--- src/rtl/irq_status_pkg.sv ---
// Package for the DMA interrupt source status block.
// Assumes a single 250 MHz clock domain shared with the surrounding engine.
package irq_status_pkg;

  // Register byte offsets
  localparam logic [7:0]  STATUS_OFFSET = 8'h38;
  localparam logic [7:0]  ENABLE_OFFSET = 8'h34;
  localparam logic [7:0]  FLAG_OFFSET   = 8'h3C;
  localparam logic [7:0]  CLEAR_OFFSET  = 8'h40;
  localparam int          ADDR_BITS     = 8;

  // Field positions
  localparam int BIT_EOP        = 10;
  localparam int BIT_ALL_WR     = 9;
  localparam int BIT_IN_AFULL   = 8;
  localparam int BIT_ABORT      = 6;
  localparam int BIT_WAIT_ADV   = 5;
  localparam int BIT_DESC_START = 4;
  localparam int BIT_CHAIN_END  = 3;
  localparam int BIT_DESC_END   = 2;
  localparam int BIT_TEST1      = 1;
  localparam int BIT_TEST0      = 0;
  localparam int SRC_BITS       = 11;

  // Implemented bits of the status layout (bit 7 reserved)
  localparam logic [10:0] SRC_MASK      = 11'h77F;
  localparam logic [10:0] SRC_RESET     = 11'h000;
  localparam logic [31:0] READ_ZERO     = 32'h0000_0000;

  // AHB-Lite encodings
  localparam logic [1:0]  HTRANS_NONSEQ = 2'h2;
  localparam logic [1:0]  HTRANS_SEQ    = 2'h3;
  localparam logic [2:0]  HSIZE_WORD    = 3'h2;

  // Raw interrupt source conditions from the DMA engine
  typedef struct packed {
    logic eopReached;
    logic allWritesDone;
    logic inBufAlmostFull;
    logic abortDone;
    logic waitingAdvance;
    logic descStart;
    logic chainEnd;
    logic descEnd;
    logic chainEndIntEn;
    logic descEndIntEn;
    logic testChainEnd;
    logic testDescEnd;
  } irq_src_type;

  // Whole state of the block
  typedef struct packed {
    logic [10:0]          status;
    logic [10:0]          flags;
    logic [10:0]          enables;
    logic                 dataPhase;
    logic                 dataWrite;
    logic [ADDR_BITS-1:0] dataAddr;
    logic [31:0]          readData;
  } irq_state_type;

endpackage : irq_status_pkg

--- src/rtl/dma_interrupt_status_reg.sv ---
// Interrupt source status, latched flags, enables and the AHB-Lite slave.
// Assumes source levels are synchronous to ref_clk and a single AHB master.
//
// Added by the designer: the AHB-Lite interface to the registers.
`timescale 1ns/100ps
`default_nettype none

// Operation
// RULE_01: Each implemented status bit is one while its source is present, zero at reset.
// RULE_02: A rising status bit sets the matching sticky flag bit.
// RULE_03: A status bit falls as soon as its source goes away.
// RULE_04: Flags stay set after status falls until software clears them.
// RULE_05: Status register is a 32-bit read-only word at offset 0x38.
// RULE_06: Software reads the flag register to see transient conditions that occurred.
// RULE_07: Bit 10 reports end of packet on the incoming stream.
// RULE_08: Bit 9 reports all writes of one write request completed.
// RULE_09: Bit 8 reports input buffer almost full, live.
// RULE_10: Bit 6 reports a requested abort has finished.
// RULE_11: Bit 5 is high while waiting for the advance signal after reset.
// RULE_12: Bit 4 reports a descriptor started executing after reset.
// RULE_13: Bit 3 reports chain end, only when the descriptor's chain-end enable is one.
// RULE_14: Bit 2 reports descriptor end, only when its descriptor-end enable is one.
// RULE_15: Bits 1 and 0 are read-only test bits reset to zero.
// RULE_16: Software clears a flag by writing one to its bit at offset 0x3C.
// RULE_17: Flags latch regardless of the interrupt enables.
// RULE_18: Bits 31 to 11 and 7 read zero; status writes do nothing.
module dma_interrupt_status_reg
  import irq_status_pkg::*;
(
  // Clock and reset
  input  wire logic        ref_clk,
  input  wire logic        rst_n,
  // Interrupt sources
  input  wire irq_src_type src,
  // AHB-Lite slave
  input  wire logic        hsel,
  input  wire logic [31:0] haddr,
  input  wire logic [1:0]  htrans,
  input  wire logic        hwrite,
  input  wire logic [2:0]  hsize,
  input  wire logic [31:0] hwdata,
  input  wire logic        hready,
  output logic             hreadyout,
  output logic             hresp,
  output logic [31:0]      hrdata,
  // Interrupt request
  output logic             irq
);

  irq_state_type state;
  irq_state_type next_state;
  logic [10:0]   liveSrc;
  logic [10:0]   rising;
  logic [10:0]   clearMask;
  logic          addrValid;

  // Map raw conditions onto the status layout
  always_comb begin
    liveSrc                 = '0;
    liveSrc[BIT_EOP]        = src.eopReached;                       // RULE_07
    liveSrc[BIT_ALL_WR]     = src.allWritesDone;                    // RULE_08
    liveSrc[BIT_IN_AFULL]   = src.inBufAlmostFull;                  // RULE_09
    liveSrc[BIT_ABORT]      = src.abortDone;                        // RULE_10
    liveSrc[BIT_WAIT_ADV]   = src.waitingAdvance;                   // RULE_11
    liveSrc[BIT_DESC_START] = src.descStart;                        // RULE_12
    liveSrc[BIT_CHAIN_END]  = src.chainEnd & src.chainEndIntEn;     // RULE_13
    liveSrc[BIT_DESC_END]   = src.descEnd & src.descEndIntEn;       // RULE_14
    liveSrc[BIT_TEST1]      = src.testChainEnd;                     // RULE_15
    liveSrc[BIT_TEST0]      = src.testDescEnd;                      // RULE_15
  end

  // Address phase accepted when selected, bus ready and htrans NONSEQ or SEQ
  assign addrValid = hsel & hready & (htrans == HTRANS_NONSEQ || htrans == HTRANS_SEQ);

  // Rising edges and software clear strobe
  always_comb begin
    rising    = liveSrc & ~state.status & SRC_MASK;                  // RULE_02
    clearMask = '0;
    // Write-one-to-clear lands on the flag register itself
    if (state.dataPhase && state.dataWrite && state.dataAddr == FLAG_OFFSET) begin
      clearMask = hwdata[SRC_BITS-1:0];                              // RULE_16
    end
  end

  // Next-state logic
  always_comb begin
    next_state        = state;
    next_state.status = liveSrc & SRC_MASK;                          // RULE_03
    // Set wins over clear; enables play no part here
    next_state.flags  = (state.flags & ~clearMask) | rising;         // RULE_04 RULE_17
    if (state.dataPhase && state.dataWrite && state.dataAddr == ENABLE_OFFSET) begin
      next_state.enables = hwdata[SRC_BITS-1:0] & SRC_MASK;
    end
    next_state.dataPhase = addrValid;
    if (addrValid) begin
      next_state.dataWrite = hwrite;
      next_state.dataAddr  = haddr[ADDR_BITS-1:0];
      next_state.readData  = READ_ZERO;                              // RULE_18
      if (!hwrite) begin
        unique case (haddr[ADDR_BITS-1:0])
          STATUS_OFFSET: next_state.readData = {21'h000000, liveSrc & SRC_MASK}; // RULE_05
          ENABLE_OFFSET: next_state.readData = {21'h000000, state.enables};
          FLAG_OFFSET:   next_state.readData = {21'h000000, next_state.flags};   // RULE_06
          default:       next_state.readData = READ_ZERO;
        endcase
      end
    end
  end

  // State register
  always_ff @(posedge ref_clk or negedge rst_n) begin
    if (!rst_n) begin
      state         <= '0;
      state.status  <= SRC_RESET;                                    // RULE_01
      state.flags   <= SRC_RESET;
      state.enables <= SRC_RESET;
    end else begin
      state <= next_state;
    end
  end

  // Bus answers and interrupt output
  assign hreadyout = 1'b1;                        // Zero wait states
  assign hresp     = 1'b0;                        // Always OKAY
  assign hrdata    = state.readData;
  assign irq       = |(state.flags & state.enables);

endmodule // dma_interrupt_status_reg

`default_nettype wire

--- config.mk ---
export PLATFORM = sky130hd
export DESIGN_NAME = dma_interrupt_status_reg
export DESIGN_NICKNAME = d
export VERILOG_FILES = /design/src/rtl/irq_status_pkg.sv /design/src/rtl/dma_interrupt_status_reg.sv
export SDC_FILE = /design/constraint.sdc
export NUM_CORES = 1
export LEC_CHECK = 0
export BUFFER_PORTS_ARGS = -buffer_cell sky130_fd_sc_hd__buf_2
export CAP_MARGIN = 20
export CELL_PAD_IN_SITES_DETAIL_PLACEMENT = 1
export CELL_PAD_IN_SITES_GLOBAL_PLACEMENT = 2
export CORE_ASPECT_RATIO = 0.75
export CORE_MARGIN = 2
export CORE_UTILIZATION = 29
export CTS_CLUSTER_SIZE = 10
export DETAILED_ROUTE_END_ITERATION = 16
export PLACE_DENSITY_LB_ADDON = 0.1
export SLEW_MARGIN = 20
export SYNTH_ARGS = -nofsm -noshare
export SYNTH_HDL_FRONTEND = slang
export SYNTH_SLANG_ARGS = --single-unit
--- constraint.sdc ---
create_clock -name ref_clk -period 3.4 [get_ports ref_clk]
set_clock_uncertainty 0.1 [all_clocks]
set_input_delay 0 -clock ref_clk [delete_from_list [all_inputs] [get_ports ref_clk]]
set_output_delay 0 -clock ref_clk [all_outputs]
set_load 0.02 [all_outputs]
## Yosys cells after proc, flatten, opt, wreduce, memory -nomap -nowiden

Index checks and enable logic that the tools add are counted.

- Reduce and logical (&&, ||, !) cells: 5
- Equality and inequality tests: 7
- Bitwise logic cells: 10
- Muxes and demuxes: 3

Operator list:

| cell | count |
|---|---|
| 8-bit by 6-bit equality test with 1-bit output, second input constant | 5 |
| 11-bit bitwise AND | 3 |
| 11-bit one-hot mux with 3 select lines | 1 |
| 32-bit 2-to-1 mux | 1 |
| 11-bit NOT | 2 |
| 11-bit 2-to-1 mux | 1 |
| 11-bit OR | 1 |
| 11-bit OR reduction | 1 |
| 1-bit bitwise AND | 4 |
| 2-bit equality test, second input constant | 2 |
| 1-bit logical AND | 3 |
| 1-bit logical OR | 1 |

- Output and inout bits: 35
- Logic and storage cells: 32
- Register bits after elaboration: 73
- Input port bits: 86

## Longest topological paths before layout

Gate-level depths: netlist (run 1).

- Depth after elaboration: 8
- Depth in mapped cells: 5

## Worst setup path after synthesis (run 1)

Ideal clock, no wire load.

- Path kind: reg-to-reg
- From: register state[39] in the netlist's numbering
- To: register state[42] in the netlist's numbering
- Data required time: 3,175 ps
- Clock period less this slack: 1,635 ps
- Arrival: 1,410 ps
- Stages on the path, launching flop included: 6
- Path buffers: 1
- Path slack: 1,765 ps
- Path through: dfrtp_1 > nor4_2 > nand2_1 > nor3b_2 > buf_6 > mux2_2

- Cells in the longest elaborated chain, start to end: 2

Ends and longest elaborated chain:

| item | line | source |
|---|---|---|
| start: declaration | dma_interrupt_status_reg.sv:50 | `irq_state_type state;` |
| start signal: assignment | dma_interrupt_status_reg.sv:118 | `state <= next_state;` |
| 8-bit by 6-bit equality test with 1-bit output | dma_interrupt_status_reg.sv:91 | `if (state.dataPhase && state.dataWrite && state.dataAddr == ENABLE_OFFSET) begin` |
| 1-bit logical AND | dma_interrupt_status_reg.sv:91 |  |

No other way between the ends.
A chain may end at the register's enable or synchronous reset.

## Worst setup path in the final report (run 1)

- From: register state[39] in the netlist's numbering
- To: register state[48] in the netlist's numbering

The elaborated chain is that of the path after synthesis.

==> results of run 1 <==
cells by family after synthesis:
family	after synthesis	share of synthesized area [%]
simple gates	81	17.1
other cells	2	0.300
compound gates	40	12.3
mux	10	4.50
buf+inv	56	13.8
flops	52	51.9
per-stage QoR:
stage | setup slack [ps] | instance area, um^2 | total power, mW | utilization, % | instances
after floorplan | 1770 | 2580 | 0.765 | - | 262
after global placement | 1310 | 2710 | 0.808 | 32.2 | 382
after detailed placement | 1310 | 2710 | 0.809 | 32.2 | 382
after CTS | 1300 | 3190 | 1.36 | 37.9 | 423
after global routing | 1170 | 3190 | 1.40 | 37.9 | 423
final | 1340 | 3190 | 1.34 | 37.9 | 423
layout make-up:
class	instances	share of cell area (%)
clock buffer	7	4.47
timing repair buffer	87	19.3
multi-input combinational	154	29.3
sequential	52	40.8
clock inverter	1	0.235
inverter	14	1.65
tap	108	4.24
flip-flops by register name, summed over array words and instances, names as in the netlist:
signal / flops
state: 41
hrdata: 11
how the worst max path moves through the flow:
| stage | startpoint | endpoint | slack, ps |
|---|---|---|---|
| after floorplan | state[39] | state[42] | 1770 |
| after global routing | state[39] | state[46] | 1170 |
| final | state[39] | state[48] | 1340 |
| after detailed placement | state[39] | state[48] | 1310 |
| after CTS | state[39] | state[47] | 1300 |
| after global placement | state[39] | state[43] | 1310 |
power by group:
group	leakage (nW)	internal, mW	switching (mW)
Combinational	0.763	0.0688	0.0967
Sequential	0.634	0.644	0.0139
Clock	0.0701	0.294	0.224
Total	1.47	1.01	0.334
placed cells by master, fill, tap and decap left out, types with 2 or more instances in the layout:
cell type      Yosys  routed
a22o_1             9       9
a22oi_1            3       3
a32o_1             3       3
and2_1             2       2
buf_2              1      48
buf_4             34       6
clkbuf_16          0       5
conb_1             2      23
dfrtp_1           52      52
dlygate4sd3_1      0      33
inv_1             13      13
mux2_2             9       9
nand2_1           40      40
nand3_1           10      10
nand3b_1           8       8
nor2_1             4       4
nor2b_1           10      10
o211ai_1          11      11
o22ai_1           10      10
per-layer routing:
layer / routed length [um] / vias to the layer above / part of all wire (%) / track usage (%)
met4: 47 / 0 / 0.72 / 3.03
met1: 3220 / 932 / 49 / 20.3
met5: 0 / - / 0 / 0
met3: 237 / 5 / 3.6 / 2.89
li1: - / 925 / - / -
met2: 3040 / 44 / 46 / 24.3
worst max-delay path, stage by stage (launching register included):
cell and delay, ps:
dfrtp_1 390, nor4_2 390, nand2_1 90, buf_4 210, nor3b_2 230, buf_4 200, mux2_2 330
repair_timing:
action | CTS | global route
endpoints found under the hold margin | 62 | 0
setup buffers | 0 | 0
setup endpoints to repair | 0 | 0
hold buffers | 33 | 0
==> results_dict.tcl, run 1 <==
set metrics [dict create \
    finalCritPeriodShare_pct 60.6 \
    grt_start_max_net_pins 31 \
    cp-start-kind "flip-flop" \
    synth.distinct_cells 33 \
    crit_type "reg -> reg" \
    area_delta_synth_final_pct 27.4 \
    layout-drive-gt1-share_pct 23.2 \
    antenna_found_initial 0 \
    async_flop_share_pct 100 \
    max_cap_violations 0 \
    synth_edf_count 0 \
    hold_end "hrdata[3]" \
    grtUsageTotal_pct 14.7 \
    required_ps 3470 \
    arrival_ps 2130 \
    dieArea_um2 9400 \
    clockBufferDepth 2 \
    r2r-start "state[39]" \
    path_clk_slew_ps 70 \
    cp_max_fo 11 \
    dr.first_iter.drc_count 49 \
    synth_top_area_share_pct 51.9 \
    status "complete, no violations" \
    ioPinCount 121 \
    antenna_left 0 \
    slew_headroom_pct 34.9 \
    dieWidth_um 111 \
    hold_depth 4 \
    routabilityCongestion 0.682 \
    ys_seq_area_share_pct 51.9 \
    r2r_cells 6 \
    cts_resized 0 \
    max_freq_mhz 486 \
    rsz0062_at_grt "no" \
    clock_latency_ps 290 \
    yosys-top-cells-count "52 x dfrtp_1, 40 x nand2_1, 34 x buf_4" \
    tightest_slew_ps 975 \
    start_util_pct 29.8 \
    p_leak_nw 1.47 \
    synthCells 241 \
    worst_setup_path_end_kind "flip-flop" \
    grt_pass1_wl_um 10900 \
    cts_buffers 5 \
    vias_per_cell 4.51 \
    register_area_um2 1300 \
    setup-violations-final 0 \
    hold_start "src[5]" \
    nets 400 \
    tritoncts "built" \
    holdWs_ps 55.2 \
    wl_per_cell_um 15.5 \
    yosysWarnings 0 \
    rrSetupSlack_ps 1340 \
    multi_input_area_um2 936 \
    hold_violations 0 \
    yosys-top-cells-area "dfrtp_1 52%, buf_4 10%, nand2_1 6.0%" \
    ir_drop_mv 0.203 \
    tns_ps 0 \
    cts_sinks 52 \
    grt_overflow 0 \
    hold_class "in -> reg" \
    power_density_nw_per_um2 420 \
    grt_pass1_vias 2034 \
    slew_viol_final 0 \
    dr.pass1.iters 4 \
    yosys_register_bits 52 \
    io_buffers 48 \
    min_period_ps 2060 \
    synth.most_common_cell "dfrtp_1" \
    placementRows 29 \
    vias 1906 \
    ctsRootBufferMaster "clkbuf_16" \
    hpwl_um 4420 \
    yosysTopAreaCell "dfrtp_1" \
    htree_levels 2 \
    antenna_cells 0 \
    die_h_um 84.5 \
    core_area_um2 8420 \
    route.detailed.drc 0 \
    synth_area_per_cell_um2 10.4 \
    synthFlopType "dfrtp_1" \
    rr_endpoint "state[48]" \
    wl_um 6540 \
    syn_area_um2 2500 \
    fillers 981 \
]
No activity file was read; power rests on OpenSTA's default activity.
==> inputs of run 2 (changes only) <==
--- a/config.mk
+++ b/config.mk
@@ -11,7 +11,7 @@
 export CELL_PAD_IN_SITES_GLOBAL_PLACEMENT = 2
 export CORE_ASPECT_RATIO = 0.75
 export CORE_MARGIN = 2
-export CORE_UTILIZATION = 29
+export CORE_UTILIZATION = 27
 export CTS_CLUSTER_SIZE = 10
 export DETAILED_ROUTE_END_ITERATION = 16
 export PLACE_DENSITY_LB_ADDON = 0.1
==> constraint.sdc (replaced) <==
create_clock -name ref_clk -period 2.15 [get_ports ref_clk]
set_clock_uncertainty 0.1 [all_clocks]
set_input_delay 0 -clock ref_clk [delete_from_list [all_inputs] [get_ports ref_clk]]
set_output_delay 0 -clock ref_clk [all_outputs]
set_load 0.02 [all_outputs]
==> results_dict.tcl, run 2 (same netlist as run 1, synthesis figures left out) <==
set metrics [dict create \
    status "complete, no violations" \
    max_cap_violations 0 \
    crit_type "reg -> reg" \
    dieArea_um2 10100 \
    wl_per_cell_um 14.7 \
    cts_sinks 52 \
    p_comb_share_pct 12.2 \
    grt_pass1_vias 1965 \
    hold_class "in -> reg" \
    max_freq_mhz 502 \
    hold_violations 0 \
    cp-start-kind "flip-flop" \
    grt_overflow 0 \
    rsz0062_at_grt "no" \
    r2r-start "state[39]" \
    tightest_slew_ps 632 \
    internal-power_mw 1.68 \
    slew_viol_final 0 \
    p_leak_nw 1.50 \
    route.detailed.drc 0 \
    vias_per_cell 4.28 \
    critical_path.startpoint "state[39]" \
    ir_drop_mv 0.478 \
    htree_levels 2 \
    hpwl_um 4610 \
    hold_start "src[5]" \
    antenna_left 0 \
    nets 403 \
    switching_share_pct 24.4 \
    antenna_found_initial 0 \
    power_density_nw_per_um2 678 \
    area_delta_synth_final_pct 31.0 \
    regMostFlops "state" \
    ioPinCount 121 \
    min_period_ps 1990 \
    final_core_util_pct 36.3 \
    start_util_pct 27.7 \
    io_buffers 48 \
    ctsRootBufferMaster "clkbuf_16" \
    final_common_cell "dfrtp_1" \
    seq_power_share_pct 46.9 \
    setup-violations-final 0 \
    largest_reg_flops 41 \
    antenna_cells 0 \
    dr.first_iter.drc_count 69 \
    grt_pass1_wl_um 10600 \
    clock_latency_ps 290 \
    core_area_um2 9050 \
    arrival_ps 2060 \
    p_sw_mw 0.542 \
    wl_um 6580 \
    cts_buffers 5 \
    placementRows 30 \
    routabilityCongestion 0.712 \
    worst_setup_path_end_kind "flip-flop" \
    dr.pass1.iters 4 \
    layout_common_cells "52 x dfrtp_1, 48 x buf_2, 40 x nand2_1" \
    path_clk_slew_ps 70 \
    grtUsageTotal_pct 13.7 \
    layout-drive-gt1-share_pct 24.2 \
    grt_start_max_net_pins 28 \
    p_clk_share_pct 41.0 \
    tritoncts "built" \
    finalCritPeriodShare_pct 92.6 \
    tns_ps 0 \
    slew_headroom_pct 57.9 \
    clockBufferDepth 2 \
    dieWidth_um 115 \
    required_ps 2220 \
    vias 1908 \
    cp_max_fo 10 \
    die_h_um 87.4 \
]
==> run 2: metal layers <==
metal / up-vias / track usage, % / routed length [um] / share of wire [%]
li1: 926 / - / - / -
met1: 932 / 20.3 / 3330 / 51
met2: 46 / 21.7 / 2960 / 45
met3: 4 / 1.39 / 223 / 3.4
met4: 0 / 3.29 / 59 / 0.90
met5: - / 0 / 0 / 0
==> run 2: final timing paths <==
kind	end	slack [ps]	cells past startpoint
max in group asynchronous	state[60]	1210	3
min in group asynchronous	state[32]	170	2
worst max-delay path	state[52]	160	5
worst min-delay path	hrdata[3]	30	4
worst max register to register	state[52]	160	5
worst min register to register	state[36]	380	2
==> run 2: worst max-delay path, stage by stage (launching register included) <==
cell and delay, ps:
dfrtp_1 410, nor4_2 440, nand2_1 170, nor3b_2 250, buf_12 180, mux2_1 330
==> run 2: power by group through the flow <==
stage          Combinational [mW]  Clock [mW]  Sequential [mW]
2_1_floorplan               0.155           0             1.05
3_3_place_gp                0.228           0             1.06
3_5_place_dp                0.230           0             1.06
4_1_cts                     0.276       0.934             1.04
5_1_grt                     0.304       0.989             1.05
6_report                    0.271       0.912             1.04
==> run 2: stage by stage <==
step                      cells  instance area, um^2  hold WS [ps]  total power, mW  worst slack (ps)
after global routing        446                 3280          85.3             2.34              70.6
after floorplan             262                 2580          -396             1.21               515
after CTS                   446                 3280          34.8             2.25               131
after global placement      405                 2780         -38.9             1.29               162
final                       446                 3280          32.8             2.23               159
after detailed placement    405                 2780         -41.9             1.29               151
==> run 2: what timing repair did <==
action	in CTS	in global routing
hold buffers	33	0
gates resized for setup	0	0
buffers inserted	0	0
endpoints found under the hold margin	65	0
==> run 2: cell type report <==
class	count	area [um^2]
clock inverters	3	42.5
multi-input cells	154	936
well taps	128	160
flip-flops and latches	52	1300
fillers	1036	5770
inverters	14	52.6
clock buffers	5	125
repair buffers	90	663
